## src/rtl/card_atr_defs.svh

```systemverilog
// register map, reset values and answer-to-reset constants of the card block
// How it works
// - class mask bits: 5 V, 3 V, 1.8 V
// - indicated classes must be adjacent only
// - answer-to-reset is first string after reset
// - answer always carries T=15 global parameters
// - first historical byte is category 80
// - first compact object is service tag 31
// - second compact object is capabilities tag 73
`ifndef CARD_ATR_DEFS_SVH
`define CARD_ATR_DEFS_SVH

// register offsets
`define OFS_CTRL        8'h00
`define OFS_CLASS       8'h04
`define OFS_SVC         8'h08
`define OFS_CAP         8'h0C
`define OFS_STATUS      8'h10
`define OFS_MASK        8'h14
`define OFS_STATE       8'h18

// field positions
`define CTRL_EN_BIT     0
`define CTRL_CSTOP_LSB  6
`define STS_DONE_BIT    0
`define STS_BADCLS_BIT  1
`define STS_RSTSEEN_BIT 2

// reset values
`define RST_EN          1'h1
`define RST_CSTOP       2'h0
`define RST_CLASS       3'h6
`define RST_SVC         8'hA0
`define RST_CAP         24'h0000C0
`define RST_MASK        3'h0

// answer-to-reset characters
`define ATR_TS          8'h3B
`define ATR_T0          8'h87
`define ATR_TD1         8'h80
`define ATR_TD2         8'h1F
`define HIST_CAT        8'h80
`define TAG_SVC         8'h31
`define TAG_CAP         8'h73
`define ATR_LAST        4'hC
`define CLS_SPLIT       3'h5

// timing counts: etu and answer delay in card clock periods, last bit index of a character in etus
`define ETU_CLKS        16'h0174
`define ATR_DELAY_CLKS  16'h01F4
`define CHAR_LAST       4'hB

`endif

```

## src/rtl/card_atr_pkg.sv

```systemverilog
// types shared by the card answer-to-reset block
package card_atr_pkg;

  // sequencer states, gray along reset-wait-send-done
  typedef enum logic [1:0] {
    ST_RESET = 2'b00,
    ST_WAIT  = 2'b01,
    ST_SEND  = 2'b11,
    ST_DONE  = 2'b10
  } card_state_t;

  // register port request
  typedef struct packed {
    logic [7:0]  addr;
    logic [31:0] wdata;
    logic        wr;
    logic        rd;
  } reg_req_t;

  // pin synchroniser state
  typedef struct packed {
    logic s1;
    logic s2;
    logic s3;
    logic lvl;
    logic rise;
    logic fall;
  } sync_state_t;

  // whole state of the card core
  typedef struct packed {
    card_state_t st;
    logic [15:0] cnt;
    logic [3:0]  bit_idx;
    logic [3:0]  byte_idx;
    logic [9:0]  shreg;
    logic [7:0]  tck;
    logic [2:0]  cls_sent;
    logic        en;
    logic [1:0]  cstop;
    logic [2:0]  cls;
    logic [7:0]  svc;
    logic [23:0] cap;
    logic [2:0]  status;
    logic [2:0]  mask;
    logic [31:0] rdata;
    logic        irq;
    logic        io_oe;
    logic        io_out;
  } core_state_t;

endpackage

```

## src/rtl/card_pin_sync.sv

```systemverilog
// three-stage pin synchroniser with agreement filter and edge pulses
`timescale 1ns/1ps
`default_nettype none
module card_pin_sync #(
  parameter logic INIT = 1'b0
) (
  // clock and reset
  input  wire logic clk,
  input  wire logic rst,
  // pin side
  input  wire logic pin,
  // filtered level and edges
  output logic      level,
  output logic      rise,
  output logic      fall
);

  card_atr_pkg::sync_state_t q;
  card_atr_pkg::sync_state_t n;

  // shift chain; level follows once stages two and three agree
  always_comb begin
    n      = q;
    n.s1   = pin;
    n.s2   = q.s1;
    n.s3   = q.s2;
    n.rise = 1'b0;
    n.fall = 1'b0;
    if (q.s2 == q.s3) begin
      n.lvl  = q.s3;
      n.rise = q.s3 & ~q.lvl;
      n.fall = ~q.s3 & q.lvl;
    end
  end

  // state register
  always_ff @(posedge clk or posedge rst) begin
    if (rst) begin
      q <= '{s1: INIT, s2: INIT, s3: INIT, lvl: INIT, rise: 1'b0, fall: 1'b0};
    end else begin
      q <= n;
    end
  end

  assign level = q.lvl;
  assign rise  = q.rise;
  assign fall  = q.fall;

endmodule // card_pin_sync
`default_nettype wire

```

## src/rtl/card_atr_core.sv

```systemverilog
// card side answer-to-reset sequencer with register port and interrupt
`timescale 1ns/1ps
`default_nettype none
`include "card_atr_defs.svh"
module card_atr_core #(
  parameter logic [15:0] ETU_CLKS   = `ETU_CLKS,
  parameter logic [15:0] DELAY_CLKS = `ATR_DELAY_CLKS
) (
  // system clock and reset
  input  wire logic                    CLK,
  input  wire logic                    SYS_RST,
  // register port
  input  wire card_atr_pkg::reg_req_t  REG_REQ,
  output logic [31:0]                  REG_RDATA,
  // interrupt
  output logic                         IRQ,
  // card contacts
  input  wire logic                    CARD_CLK,
  input  wire logic                    CARD_RST_N,
  input  wire logic                    CARD_IO_IN,
  output logic                         CARD_IO_OUT,
  output logic                         CARD_IO_OE
);

  card_atr_pkg::core_state_t q;
  card_atr_pkg::core_state_t n;

  logic       cclk_lvl;
  logic       cclk_rise;
  logic       crst_lvl;
  logic       crst_rise;
  logic       crst_fall;
  logic       io_lvl;
  logic [2:0] sts_set;
  logic       etu_end;
  logic       cls_bad;
  logic [2:0] cls_ok;
  logic [7:0] next_byte;
  logic [3:0] next_idx;
  logic       sts_rd;

  // card clock sampled by the system clock
  card_pin_sync #(
    .INIT (1'b0)
  ) u_sync_clk (
    .clk   (CLK),
    .rst   (SYS_RST),
    .pin   (CARD_CLK),
    .level (cclk_lvl),
    .rise  (cclk_rise),
    .fall  ()
  );

  // card reset contact, active low
  card_pin_sync #(
    .INIT (1'b0)
  ) u_sync_rst (
    .clk   (CLK),
    .rst   (SYS_RST),
    .pin   (CARD_RST_N),
    .level (crst_lvl),
    .rise  (crst_rise),
    .fall  (crst_fall)
  );

  // serial line, pulled high outside
  card_pin_sync #(
    .INIT (1'b1)
  ) u_sync_io (
    .clk   (CLK),
    .rst   (SYS_RST),
    .pin   (CARD_IO_IN),
    .level (io_lvl),
    .rise  (),
    .fall  ()
  );

  // character frame: start bit low, eight data bits lsb first, even parity
  function automatic logic [9:0] frame(input logic [7:0] b);
    frame = {^b, b, 1'b0};
  endfunction

  // answer-to-reset byte at a given position
  function automatic logic [7:0] atr_byte(
    input logic [3:0]                idx,
    input card_atr_pkg::core_state_t s,
    input logic [2:0]                cls
  );
    case (idx)
      4'h0:    atr_byte = `ATR_TS;
      4'h1:    atr_byte = `ATR_T0;
      4'h2:    atr_byte = `ATR_TD1;
      4'h3:    atr_byte = `ATR_TD2;                  // global T=15 group
      4'h4:    atr_byte = {s.cstop, 3'h0, cls};      // class mask, reserved zero
      4'h5:    atr_byte = `HIST_CAT;                 // category first
      4'h6:    atr_byte = `TAG_SVC;                  // service object first
      4'h7:    atr_byte = s.svc;
      4'h8:    atr_byte = `TAG_CAP;                  // capabilities second
      4'h9:    atr_byte = s.cap[23:16];
      4'hA:    atr_byte = s.cap[15:8];
      4'hB:    atr_byte = s.cap[7:0];
      4'hC:    atr_byte = s.tck;
      default: atr_byte = 8'hFF;
    endcase
  endfunction

  // class mask check: a split mask falls back to the 5 V class alone
  always_comb begin
    cls_bad = (q.cls == `CLS_SPLIT);
    cls_ok  = cls_bad ? 3'h1 : q.cls;
  end

  // next byte to load within the answer
  always_comb begin
    next_idx  = q.byte_idx + 4'h1;
    next_byte = atr_byte(next_idx, q, q.cls_sent);
  end

  // etu timing on card clock rising edges
  always_comb begin
    etu_end = cclk_rise && (q.cnt == ETU_CLKS - 16'h0001);
  end

  // status read strobe
  always_comb begin
    sts_rd = REG_REQ.rd && (REG_REQ.addr == `OFS_STATUS);
  end

  // next state of the whole core
  always_comb begin
    n       = q;
    n.rdata = 32'h0;
    sts_set = 3'h0;

    // sequencer
    case (q.st)
      card_atr_pkg::ST_RESET: begin
        n.cnt = 16'h0000;
        if (crst_rise) begin
          n.st = card_atr_pkg::ST_WAIT;
        end
      end
      card_atr_pkg::ST_WAIT: begin
        if (cclk_rise && q.en) begin
          n.cnt = q.cnt + 16'h0001;
          if (q.cnt == DELAY_CLKS - 16'h0001) begin
            // answer opens the exchange after every reset
            n.st       = card_atr_pkg::ST_SEND;
            n.cnt      = 16'h0000;
            n.byte_idx = 4'h0;
            n.bit_idx  = 4'h0;
            n.shreg    = frame(`ATR_TS);
            n.tck      = 8'h00;
            n.cls_sent = cls_ok;
            sts_set[`STS_BADCLS_BIT] = cls_bad;
          end
        end
      end
      card_atr_pkg::ST_SEND: begin
        if (cclk_rise) begin
          n.cnt = etu_end ? 16'h0000 : q.cnt + 16'h0001;
        end
        if (etu_end) begin
          if (q.bit_idx == `CHAR_LAST) begin
            if (q.byte_idx == `ATR_LAST) begin
              n.st = card_atr_pkg::ST_DONE;
              sts_set[`STS_DONE_BIT] = 1'b1;
            end else begin
              n.byte_idx = next_idx;
              n.bit_idx  = 4'h0;
              n.shreg    = frame(next_byte);
              if (next_idx != `ATR_LAST) begin
                n.tck = q.tck ^ next_byte;           // check over T0 onward
              end
            end
          end else begin
            // shift out, guard time fills with idle high
            n.shreg   = {1'b1, q.shreg[9:1]};
            n.bit_idx = q.bit_idx + 4'h1;
          end
        end
      end
      card_atr_pkg::ST_DONE: begin
        n.cnt = 16'h0000;
      end
      default: begin
        n.st = card_atr_pkg::ST_RESET;
      end
    endcase

    // reset contact low silences the card in any state
    if (!crst_lvl) begin
      n.st  = card_atr_pkg::ST_RESET;
      n.cnt = 16'h0000;
    end
    sts_set[`STS_RSTSEEN_BIT] = crst_fall;

    // register writes
    if (REG_REQ.wr) begin
      case (REG_REQ.addr)
        `OFS_CTRL: begin
          n.en    = REG_REQ.wdata[`CTRL_EN_BIT];
          n.cstop = REG_REQ.wdata[`CTRL_CSTOP_LSB +: 2];
        end
        `OFS_CLASS: n.cls  = REG_REQ.wdata[2:0];
        `OFS_SVC:   n.svc  = REG_REQ.wdata[7:0];
        `OFS_CAP:   n.cap  = REG_REQ.wdata[23:0];
        `OFS_MASK:  n.mask = REG_REQ.wdata[2:0];
        default: begin
        end
      endcase
    end

    // register reads, answered in the next cycle
    if (REG_REQ.rd) begin
      case (REG_REQ.addr)
        `OFS_CTRL:   n.rdata = {24'h0, q.cstop, 5'h0, q.en};
        `OFS_CLASS:  n.rdata = {29'h0, q.cls};
        `OFS_SVC:    n.rdata = {24'h0, q.svc};
        `OFS_CAP:    n.rdata = {8'h0, q.cap};
        `OFS_STATUS: n.rdata = {29'h0, q.status};
        `OFS_MASK:   n.rdata = {29'h0, q.mask};
        `OFS_STATE:  n.rdata = {16'h0, io_lvl, crst_lvl, cls_sent_rd(q), q.byte_idx,
                                q.bit_idx, q.st};
        default:     n.rdata = 32'h0;
      endcase
    end

    // sticky events: read clears, a new event in the same cycle wins
    n.status = (q.status & ~{3{sts_rd}}) | sts_set;
    n.irq    = |(n.status & n.mask);

    // open-drain line: drive low only for zero bits
    n.io_out = 1'b0;
    n.io_oe  = (n.st == card_atr_pkg::ST_SEND) && !n.shreg[0];
  end

  // class mask actually sent in the last answer
  function automatic logic [3:0] cls_sent_rd(input card_atr_pkg::core_state_t s);
    cls_sent_rd = {1'b0, s.cls_sent};
  endfunction

  // state register
  always_ff @(posedge CLK or posedge SYS_RST) begin
    if (SYS_RST) begin
      q          <= '0;
      q.st       <= card_atr_pkg::ST_RESET;
      q.shreg    <= 10'h3FF;
      q.en       <= `RST_EN;
      q.cstop    <= `RST_CSTOP;
      q.cls      <= `RST_CLASS;
      q.svc      <= `RST_SVC;
      q.cap      <= `RST_CAP;
      q.mask     <= `RST_MASK;
    end else begin
      q <= n;
    end
  end

  // outputs straight from the state register
  assign REG_RDATA   = q.rdata;
  assign IRQ         = q.irq;
  assign CARD_IO_OUT = q.io_out;
  assign CARD_IO_OE  = q.io_oe;

endmodule // card_atr_core
`default_nettype wire

```

## config.mk

```make
export PLATFORM = sky130hd
export DESIGN_NAME = card_atr_core
export DESIGN_NICKNAME = d
export VERILOG_FILES = /design/src/rtl/card_atr_pkg.sv /design/src/rtl/card_pin_sync.sv /design/src/rtl/card_atr_core.sv
export VERILOG_INCLUDE_DIRS = /design/src /design/src/rtl
export SDC_FILE = /design/constraint.sdc
export NUM_CORES = 1
export LEC_CHECK = 0
export BUFFER_PORTS_ARGS = -buffer_cell sky130_fd_sc_hd__buf_2
export CORE_MARGIN = 2
export CORE_UTILIZATION = 55
export CTS_BUF_LIST = sky130_fd_sc_hd__clkbuf_16
export DETAILED_ROUTE_END_ITERATION = 8
export PLACE_DENSITY_LB_ADDON = 0.08
export SLEW_MARGIN = 25
export SYNTH_ARGS = -nofsm -noshare
export SYNTH_HDL_FRONTEND = slang
export SYNTH_SLANG_ARGS = --single-unit
```

## constraint.sdc

```tcl
create_clock -name CLK -period 5.4 [get_ports CLK]
set_input_delay 0.27 -clock CLK [delete_from_list [all_inputs] [get_ports CLK]]
set_output_delay 0.27 -clock CLK [all_outputs]
set_load 0.005 [all_outputs]
```

==> flow_summary.toml, run 1 <==
[status]
status = "completed"

[critical_path]
required_ns = 5.74
launching_instance_or_port_of_the_critical_path = "q[103]"
timing.critical_path.arrival_ns = 3.65
worst_setup_path_start_kind = "flop"
reg2reg_from = "q[103]"
cp_max_fo = 29
timing.setup.critical_path_class = "reg -> reg"
crit_path_end_kind = "flop"

[logic_synthesis]
yosys-top-cells-count = "sky130_fd_sc_hd__dfrtp_1 (111), sky130_fd_sc_hd__nand2_1 (64), sky130_fd_sc_hd__nor2_1 (57)"
synth_largest_area_cell = "sky130_fd_sc_hd__dfrtp_1"
yosysSeqAreaShare_pct = 49.0
synthesis.area_per_instance_um2 = 10.4
synth.most_common_cell = "sky130_fd_sc_hd__dfrtp_1"
ys_top_cells_by_area = "sky130_fd_sc_hd__dfrtp_1 (41%), sky130_fd_sc_hd__dfstp_2 (8.1%), sky130_fd_sc_hd__mux2_2 (7.5%)"
asyncSetResetFlopFracSynth_pct = 100
post-synth-top-area-fraction_pct = 40.9
synth.lib_cells_used.distinct = 73
synth-warning-count = 0
seq_cells_post_synth = 132
synth_flop_cell = "sky130_fd_sc_hd__dfrtp_1"
synth-edff-count = 0
synthesis.instances = 654
syn_area_mm2 = 0.00680

[drt]
routed_via_density = 5.92
drt_iter0_markers = 431
drt_first_pass_iters = 7
detail_route.drc_violations = 0
detail_route.wl_per_cell_um = 18.3
ant_nets = 0
route.vias.total = 5131
aggregate_routed_wire_length_um = 15900

[floorplanning]
y_dimension_of_the_die_um = 115
die-width_um = 115
initial_core_util_pct = 56.4
floorplan.io_pins = 82
core_area_mm2 = 0.0121
die_footprint_mm2 = 0.0133
number_of_rows_in_the_core_area = 40

[cts]
post_cts_sizing_count = 0
cts_buffer_depth = 2
clock_latency_ns = 0.42
clock_transition_at_the_registers_of_the_reported_paths_ns = 0.05
cts_htree_levels = 4
root_driver = "sky130_fd_sc_hd__clkbuf_16"
cts_buffers = 17
hold_buffers = 3
tritoncts_clock_tree = "done"
post_cts_buffers = 0
cts_sinks = 132

[layout]
area.growth.synth_to_final_pct = 10.6
post-route-cell-area_mm2 = 0.00752
non_filler_instance_count_after_layout = 867
antennaDiodeCount = 0
drive_above_1_share_pct = 25.2
design.final.nets = 740
final_core_utilization_pct = 62.3
number_of_filler_instances_in_the_final_layout = 1001

[global_route]
overflow = 0
antenna_found_initial = 0
busiest_layer_in_global_routing = "met2"
met2_track_demand_over_resource_in_global_routing_pct = 39.6
grt_pass1_vias = 4972
global_route.usage.total_pct = 25.7
grt_max_degree = 88
grt_use_met1_pct = 34.9
first_pass_grt_wire_length_um = 25800
use_met3_pct = 7.27

[timing]
report.final.hold_viol_count = 0
max_freq_mhz = 303
slew_limit_headroom_pct = 33.7
drv_slew = 0
worst_clock_skew_ns = 0.00913
fin_crit_ns = 3.30
setup_repair_after_global_routing_missed_its_margin = "false"
layout_worst_path_cycle_share_pct = 61.2
worstMarginPinSlew_ns = 0.994
fin_worst_hold_slack_ns = 0.00496
report.final.setup_viol = 0
timing.setup.tns_ns = 0

[min_path]
worstHoldPathType = "in -> async"

[placed_design]
gpl.final_weighted_congestion = 0.868
placedInstanceArea_mm2 = 0.00694
port-buffer-count = 64
dp_hpwl_um = 11300
placed_cells = 833

[power_and_ir_drop]
power.ir.vdd_worst_mv = 0.218
power_density_mw_per_mm2 = 291
p_leak_nw = 3.43

[run]
timing.max_cap.violations = 0
placed cells by master (no fill, tap or decap), types with 8 or more instances in the layout:
| cell type | instances |
|---|---|
| sky130_fd_sc_hd__conb_1 | 9 |
| sky130_fd_sc_hd__mux2_2 | 45 |
| sky130_fd_sc_hd__a22oi_1 | 8 |
| sky130_fd_sc_hd__nor3_1 | 10 |
| sky130_fd_sc_hd__a31oi_1 | 10 |
| sky130_fd_sc_hd__and3_1 | 19 |
| sky130_fd_sc_hd__xor2_1 | 14 |
| sky130_fd_sc_hd__inv_1 | 12 |
| sky130_fd_sc_hd__nor2_1 | 57 |
| sky130_fd_sc_hd__o21ai_0 | 29 |
| sky130_fd_sc_hd__a22o_1 | 12 |
| sky130_fd_sc_hd__nand2_1 | 63 |
| sky130_fd_sc_hd__nand4_1 | 11 |
| sky130_fd_sc_hd__a21oi_1 | 29 |
| sky130_fd_sc_hd__dfrtp_1 | 111 |
| sky130_fd_sc_hd__clkbuf_16 | 17 |
| sky130_fd_sc_hd__xnor2_1 | 10 |
| sky130_fd_sc_hd__dfstp_2 | 21 |
| sky130_fd_sc_hd__nand3_1 | 18 |
| sky130_fd_sc_hd__a222oi_1 | 10 |
| sky130_fd_sc_hd__buf_2 | 64 |
state kept, by name (all words and copies together) (netlist names), 2 cells and up:
register	flops
q	91
REG_RDATA	24
u_sync_clk.n	2
u_sync_io.n	2
u_sync_rst.n	2
per-stage QoR:
| stage | total power [mW] | worst slack [ns] |
|---|---|---|
| finish | 2.19 | 2.10 |
| global route | 2.27 | 1.89 |
| global placement | 1.13 | 2.25 |
| CTS | 2.21 | 2.19 |
| floorplan | 1.10 | 1.64 |
| detailed placement | 1.14 | 2.18 |
worst paths after layout:
kind | to | slack (ns) | cells after the start
worst min register to register | u_sync_clk.n[3] | 0.35 | 0
worst max-delay path | q[99] | 2.10 | 9
worst min-delay path | REG_RDATA[2] | 0.005 | 2
worst max register to register | q[99] | 2.10 | 9
max in group asynchronous | q[46] | 4.31 | 3
min in group CLK | q[54] | 0.08 | 2
layout make-up:
class | count | area (um2) | area share (%)
Clock buffer | 17 | 425 | 5.66
Multi-Input combinational cell | 453 | 3010 | 40.0
Inverter | 13 | 53.8 | 0.716
Clock inverter | 14 | 121 | 1.61
Sequential cell | 132 | 3330 | 44.3
Timing Repair Buffer | 70 | 373 | 4.96
Tap cell | 168 | 210 | 2.80
cells by family (layout without fill, tap and decap cells):
family | after synthesis | after routing | share of synthesized area [%]
other | 1 | 9 | 0.0552
and+or+nand+nor | 222 | 222 | 16.1
muxes | 50 | 50 | 8.19
buffers and inverters | 77 | 114 | 7.31
DFF | 132 | 132 | 49.0
AOI/OAI and AO/OA | 138 | 138 | 14.2
adders and majority gates | 7 | 7 | 1.25
xor gates and xnor gates | 27 | 27 | 3.90
layer usage:
metal	share of wire, %	vias to the layer above
met4	1.9	0
met5	0	-
met2	46	219
li1	-	2368
met1	45	2515
met3	6.9	29
report_power, final:
group / internal (mW) / leakage (nW) / switching (mW)
logic: 0.0318 / 1.43 / 0.0470
clock network: 0.662 / 0.265 / 0.406
registers: 1.02 / 1.74 / 0.0252
total: 1.71 / 3.43 / 0.478
worst max-delay path, cell delays in order (launching register included):
cell and delay (ns):
sky130_fd_sc_hd__dfrtp_1 0.99, sky130_fd_sc_hd__inv_2 0.21, sky130_fd_sc_hd__xnor2_2 0.34, sky130_fd_sc_hd__a311oi_2 0.43, sky130_fd_sc_hd__o2111ai_1 0.25, sky130_fd_sc_hd__nor3_4 0.31, sky130_fd_sc_hd__xnor3_1 0.38, sky130_fd_sc_hd__nand2_1 0.09
sky130_fd_sc_hd__xnor2_1 0.13, sky130_fd_sc_hd__o21ai_1 0.08
Note: power is estimated with default switching activity, not from simulation.
==> run 2, diff against run 1 <==
--- a/config.mk
+++ b/config.mk
@@ -6,6 +6,7 @@
 export SDC_FILE = /design/constraint.sdc
 export NUM_CORES = 1
 export LEC_CHECK = 0
+export ABC_AREA = 1
 export BUFFER_PORTS_ARGS = -buffer_cell sky130_fd_sc_hd__buf_2
 export CORE_MARGIN = 2
 export CORE_UTILIZATION = 55
==> constraint.sdc (replaced) <==
create_clock -name CLK -period 3.2 [get_ports CLK]
set_input_delay 0.16 -clock CLK [delete_from_list [all_inputs] [get_ports CLK]]
set_output_delay 0.16 -clock CLK [all_outputs]
set_load 0.005 [all_outputs]
==> run 2 against run 1 <==
Net effect:
- hold slack gained 0.0042 ns
- sequential power grew 73%
- core utilization up 1.0 points
- synthesized cell count increased by 31%
- power rose by 75%
- critical path type unchanged
- largest cell class unchanged
- highest routed layer unchanged
==> flow_summary.toml, run 2 <==
[placed_design]
placed_cells = 1054
dp_hpwl_um = 12800
gpl.final_weighted_congestion = 0.947
pre_cts_ws_ns = 0.342
port-buffer-count = 64
placedInstanceArea_mm2 = 0.00728

[drt]
aggregate_routed_wire_length_um = 17200
routed_via_density = 5.40
drt_first_pass_iters = 5
detail_route.drc_violations = 0
detail_route.wl_per_cell_um = 15.6
route.vias.total = 5937
drt_iter0_markers = 419
ant_nets = 0

[status]
status = "completed"

[floorplanning]
number_of_rows_in_the_core_area = 41
die_footprint_mm2 = 0.0137
core_area_mm2 = 0.0126
floorplan.io_pins = 82
die-width_um = 117
initial_core_util_pct = 56.0
y_dimension_of_the_die_um = 117

[power_and_ir_drop]
power_dissipated_by_switching_net_loads_mw = 0.885
p_leak_nw = 3.93
power_density_mw_per_mm2 = 480
internal-power_mw = 2.94
share_clk_of_total_power_pct = 47.6
power.ir.vdd_worst_mv = 0.364
totalPowerFinal_mw = 3.83
fraction_of_power_consumed_by_sequential_logic_pct = 47.1
swShare_pct = 23.1
logic_pwr_share_pct = 5.3

[critical_path]
reg2reg_from = "q[100]"
worst_path_largest_cell_delay_ns = 0.45
required_ns = 3.50
timing.critical_path.arrival_ns = 3.03
ff2ff_setup_slack_ns = 0.47
crit_chain = "inv_1 -> ha_1 -> nand3_1 -> inv_1 -> nor2_4 -> nand2_1 -> o21ai_0 -> o21ai_1 -> nor2_2 -> nand2_1 -> xor2_1 -> nor2_1"
reg2reg_depth = 12
timing.setup.critical_path_class = "reg -> reg"
cpMaxStageDelayCell = "sky130_fd_sc_hd__nor2_2"
cp_max_fo = 15
worst_setup_path_start_kind = "flop"
launching_instance_or_port_of_the_critical_path = "q[100]"
worst_setup_path_endpoint = "q[85]"
r2r_end = "q[85]"
crit_path_end_kind = "flop"

[min_path]
worstHoldPathType = "in -> reg"
hold-path-cell-count = 3

[logic_synthesis]
synth_flop_cell = "sky130_fd_sc_hd__dfrtp_1"
post-synth-top-area-fraction_pct = 39.5
synth-edff-count = 0
synth_top_family_by_area = "simple AND/OR/NAND/NOR gates"
synthesis.area_per_instance_um2 = 8.20
synthMuxAreaShare_pct = 0.800
synth-adder-area-share_pct = 1.21
synth-warning-count = 0
synthesis.instances = 858
ys_top_cells_by_area = "sky130_fd_sc_hd__dfrtp_1 (39%), sky130_fd_sc_hd__nand2_1 (9.8%), sky130_fd_sc_hd__dfstp_2 (7.8%)"
share_of_the_synthesized_area_in_compound_gates_ao_oa_aoi_oai_pct = 10.1
syn_area_mm2 = 0.00704
yosys-top-cells-count = "sky130_fd_sc_hd__nand2_1 (184), sky130_fd_sc_hd__dfrtp_1 (111), sky130_fd_sc_hd__inv_1 (99)"
synth.most_common_cell = "sky130_fd_sc_hd__nand2_1"
synth.lib_cells_used.distinct = 55
seq_cells_post_synth = 132
yosysSeqAreaShare_pct = 47.3
asyncSetResetFlopFracSynth_pct = 100
synth_largest_area_cell = "sky130_fd_sc_hd__dfrtp_1"
synthXorXnorAreaFrac_pct = 1.28
synth_simple_gate_area_share_pct = 28.1

[cts]
cts_buffer_depth = 2
clock_latency_ns = 0.42
clock_transition_at_the_registers_of_the_reported_paths_ns = 0.06
root_driver = "sky130_fd_sc_hd__clkbuf_16"
cts_htree_levels = 4
cts_buffers = 17
post_cts_buffers = 0
tritoncts_clock_tree = "done"
cts_sinks = 132

[timing]
fin_crit_ns = 2.73
fin_worst_hold_slack_ns = 0.00915
max_freq_mhz = 366
report.final.hold_viol_count = 0
worstMarginPinSlew_ns = 0.686
layout_worst_path_cycle_share_pct = 85.3
report.final.setup_viol = 0
worst_clock_skew_ns = 0.0101
drv_slew = 0
setup_repair_after_global_routing_missed_its_margin = "false"
timing.setup.tns_ns = 0
slew_limit_headroom_pct = 54.3
layout_setup_ws_ns = 0.471

[layout]
area.growth.synth_to_final_pct = 13.1
largest_register_ffs = 91
final_core_utilization_pct = 63.3
mostFrequentLayoutCells = "sky130_fd_sc_hd__nand2_1 (184), sky130_fd_sc_hd__dfrtp_1 (111), sky130_fd_sc_hd__inv_1 (99)"
post-route-cell-area_mm2 = 0.00796
register_bank_with_the_most_flops = "q"
drive_above_1_share_pct = 17.9
layout_commonest_cell = "sky130_fd_sc_hd__nand2_1"
non_filler_instance_count_after_layout = 1099
antennaDiodeCount = 0
design.final.nets = 967

[global_route]
grt_max_degree = 52
grt_pass1_vias = 5668
antenna_found_initial = 0
overflow = 0
global_route.usage.total_pct = 27.0
first_pass_grt_wire_length_um = 28000

[run]
timing.max_cap.violations = 0
==> run 2: changes by cell type in the layout (fill, tap and decap cells not counted), sizes merged, moves of 12 or more <==
cell / before / now
nand2: 65 / 191
a22o: 12 / 0
nand4: 11 / 25
nor2: 57 / 107
a21oi: 30 / 42
and3: 21 / 2
inv: 14 / 104
mux2: 45 / 5
o21ai: 32 / 47
nand3: 18 / 70
==> run 2: power groups by stage <==
stage | combinational [mW] | sequential (mW) | clock [mW]
floorplan | 0.135 | 1.81 | 0
global placement | 0.184 | 1.83 | 0
detailed placement | 0.192 | 1.83 | 0
CTS | 0.205 | 1.80 | 1.84
global route | 0.234 | 1.81 | 1.93
finish | 0.203 | 1.80 | 1.82
==> run 2: worst min path at each step <==
stage / startpoint / endpoint / slack (ns)
after floorplan: CARD_IO_IN / u_sync_io.n[4] / 0.16
after global placement: SYS_RST / q[40] / 0.27
after detailed placement: SYS_RST / q[40] / 0.27
after CTS: REG_REQ[7] / q[70] / 0.006
after global routing: REG_REQ[20] / q[59] / 0.01
final: REG_REQ[20] / q[59] / 0.009
==> run 2: critical path: cells and delay by family, from the launching register on <==
kind	cells	cell delay [ns]
AND/OR/NAND/NOR	6	1.12
buffers and inverters	2	0.23
adder cells (fa/ha/maj)	1	0.40
XOR/XNOR	1	0.17
AO/OA/AOI/OAI	2	0.24
flip-flops	1	0.44
==> run 2: cell families (layout without fill, tap and decap cells) <==
group	after synthesis	after routing
and+or+nand+nor	422	422
buffers and inverters	161	222
DFF	132	132
AOI/OAI and AO/OA	124	124
adders and majority gates	7	7
xor gates and xnor gates	6	6
muxes	5	5
other	1	9
==> run 2: cell type report <==
type | count | area (um2)
clock buffer | 17 | 425
sequential | 132 | 3330
timing repair buffer | 83 | 508
clock inverter | 15 | 123
fill | 1076 | 4610
tap | 172 | 215
multi-input combinational | 573 | 2950
inverter | 107 | 408
==> run 2: repair_timing <==
| item | in CTS | in global routing |
|---|---|---|
| gates resized for setup | 0 | 1 |
| endpoints found under the setup margin | 0 | 1 |
| hold buffers | 13 | 0 |
| endpoints found under the hold margin | 31 | 0 |
==> run 2: per-layer routing <==
layer / up-vias / track usage, % / routed length (um)
li1: 2884 / - / -
met2: 209 / 46.2 / 8350
met3: 36 / 5.41 / 843
met5: - / 0 / 0
met4: 0 / 10.4 / 444
met1: 2808 / 33.9 / 7560
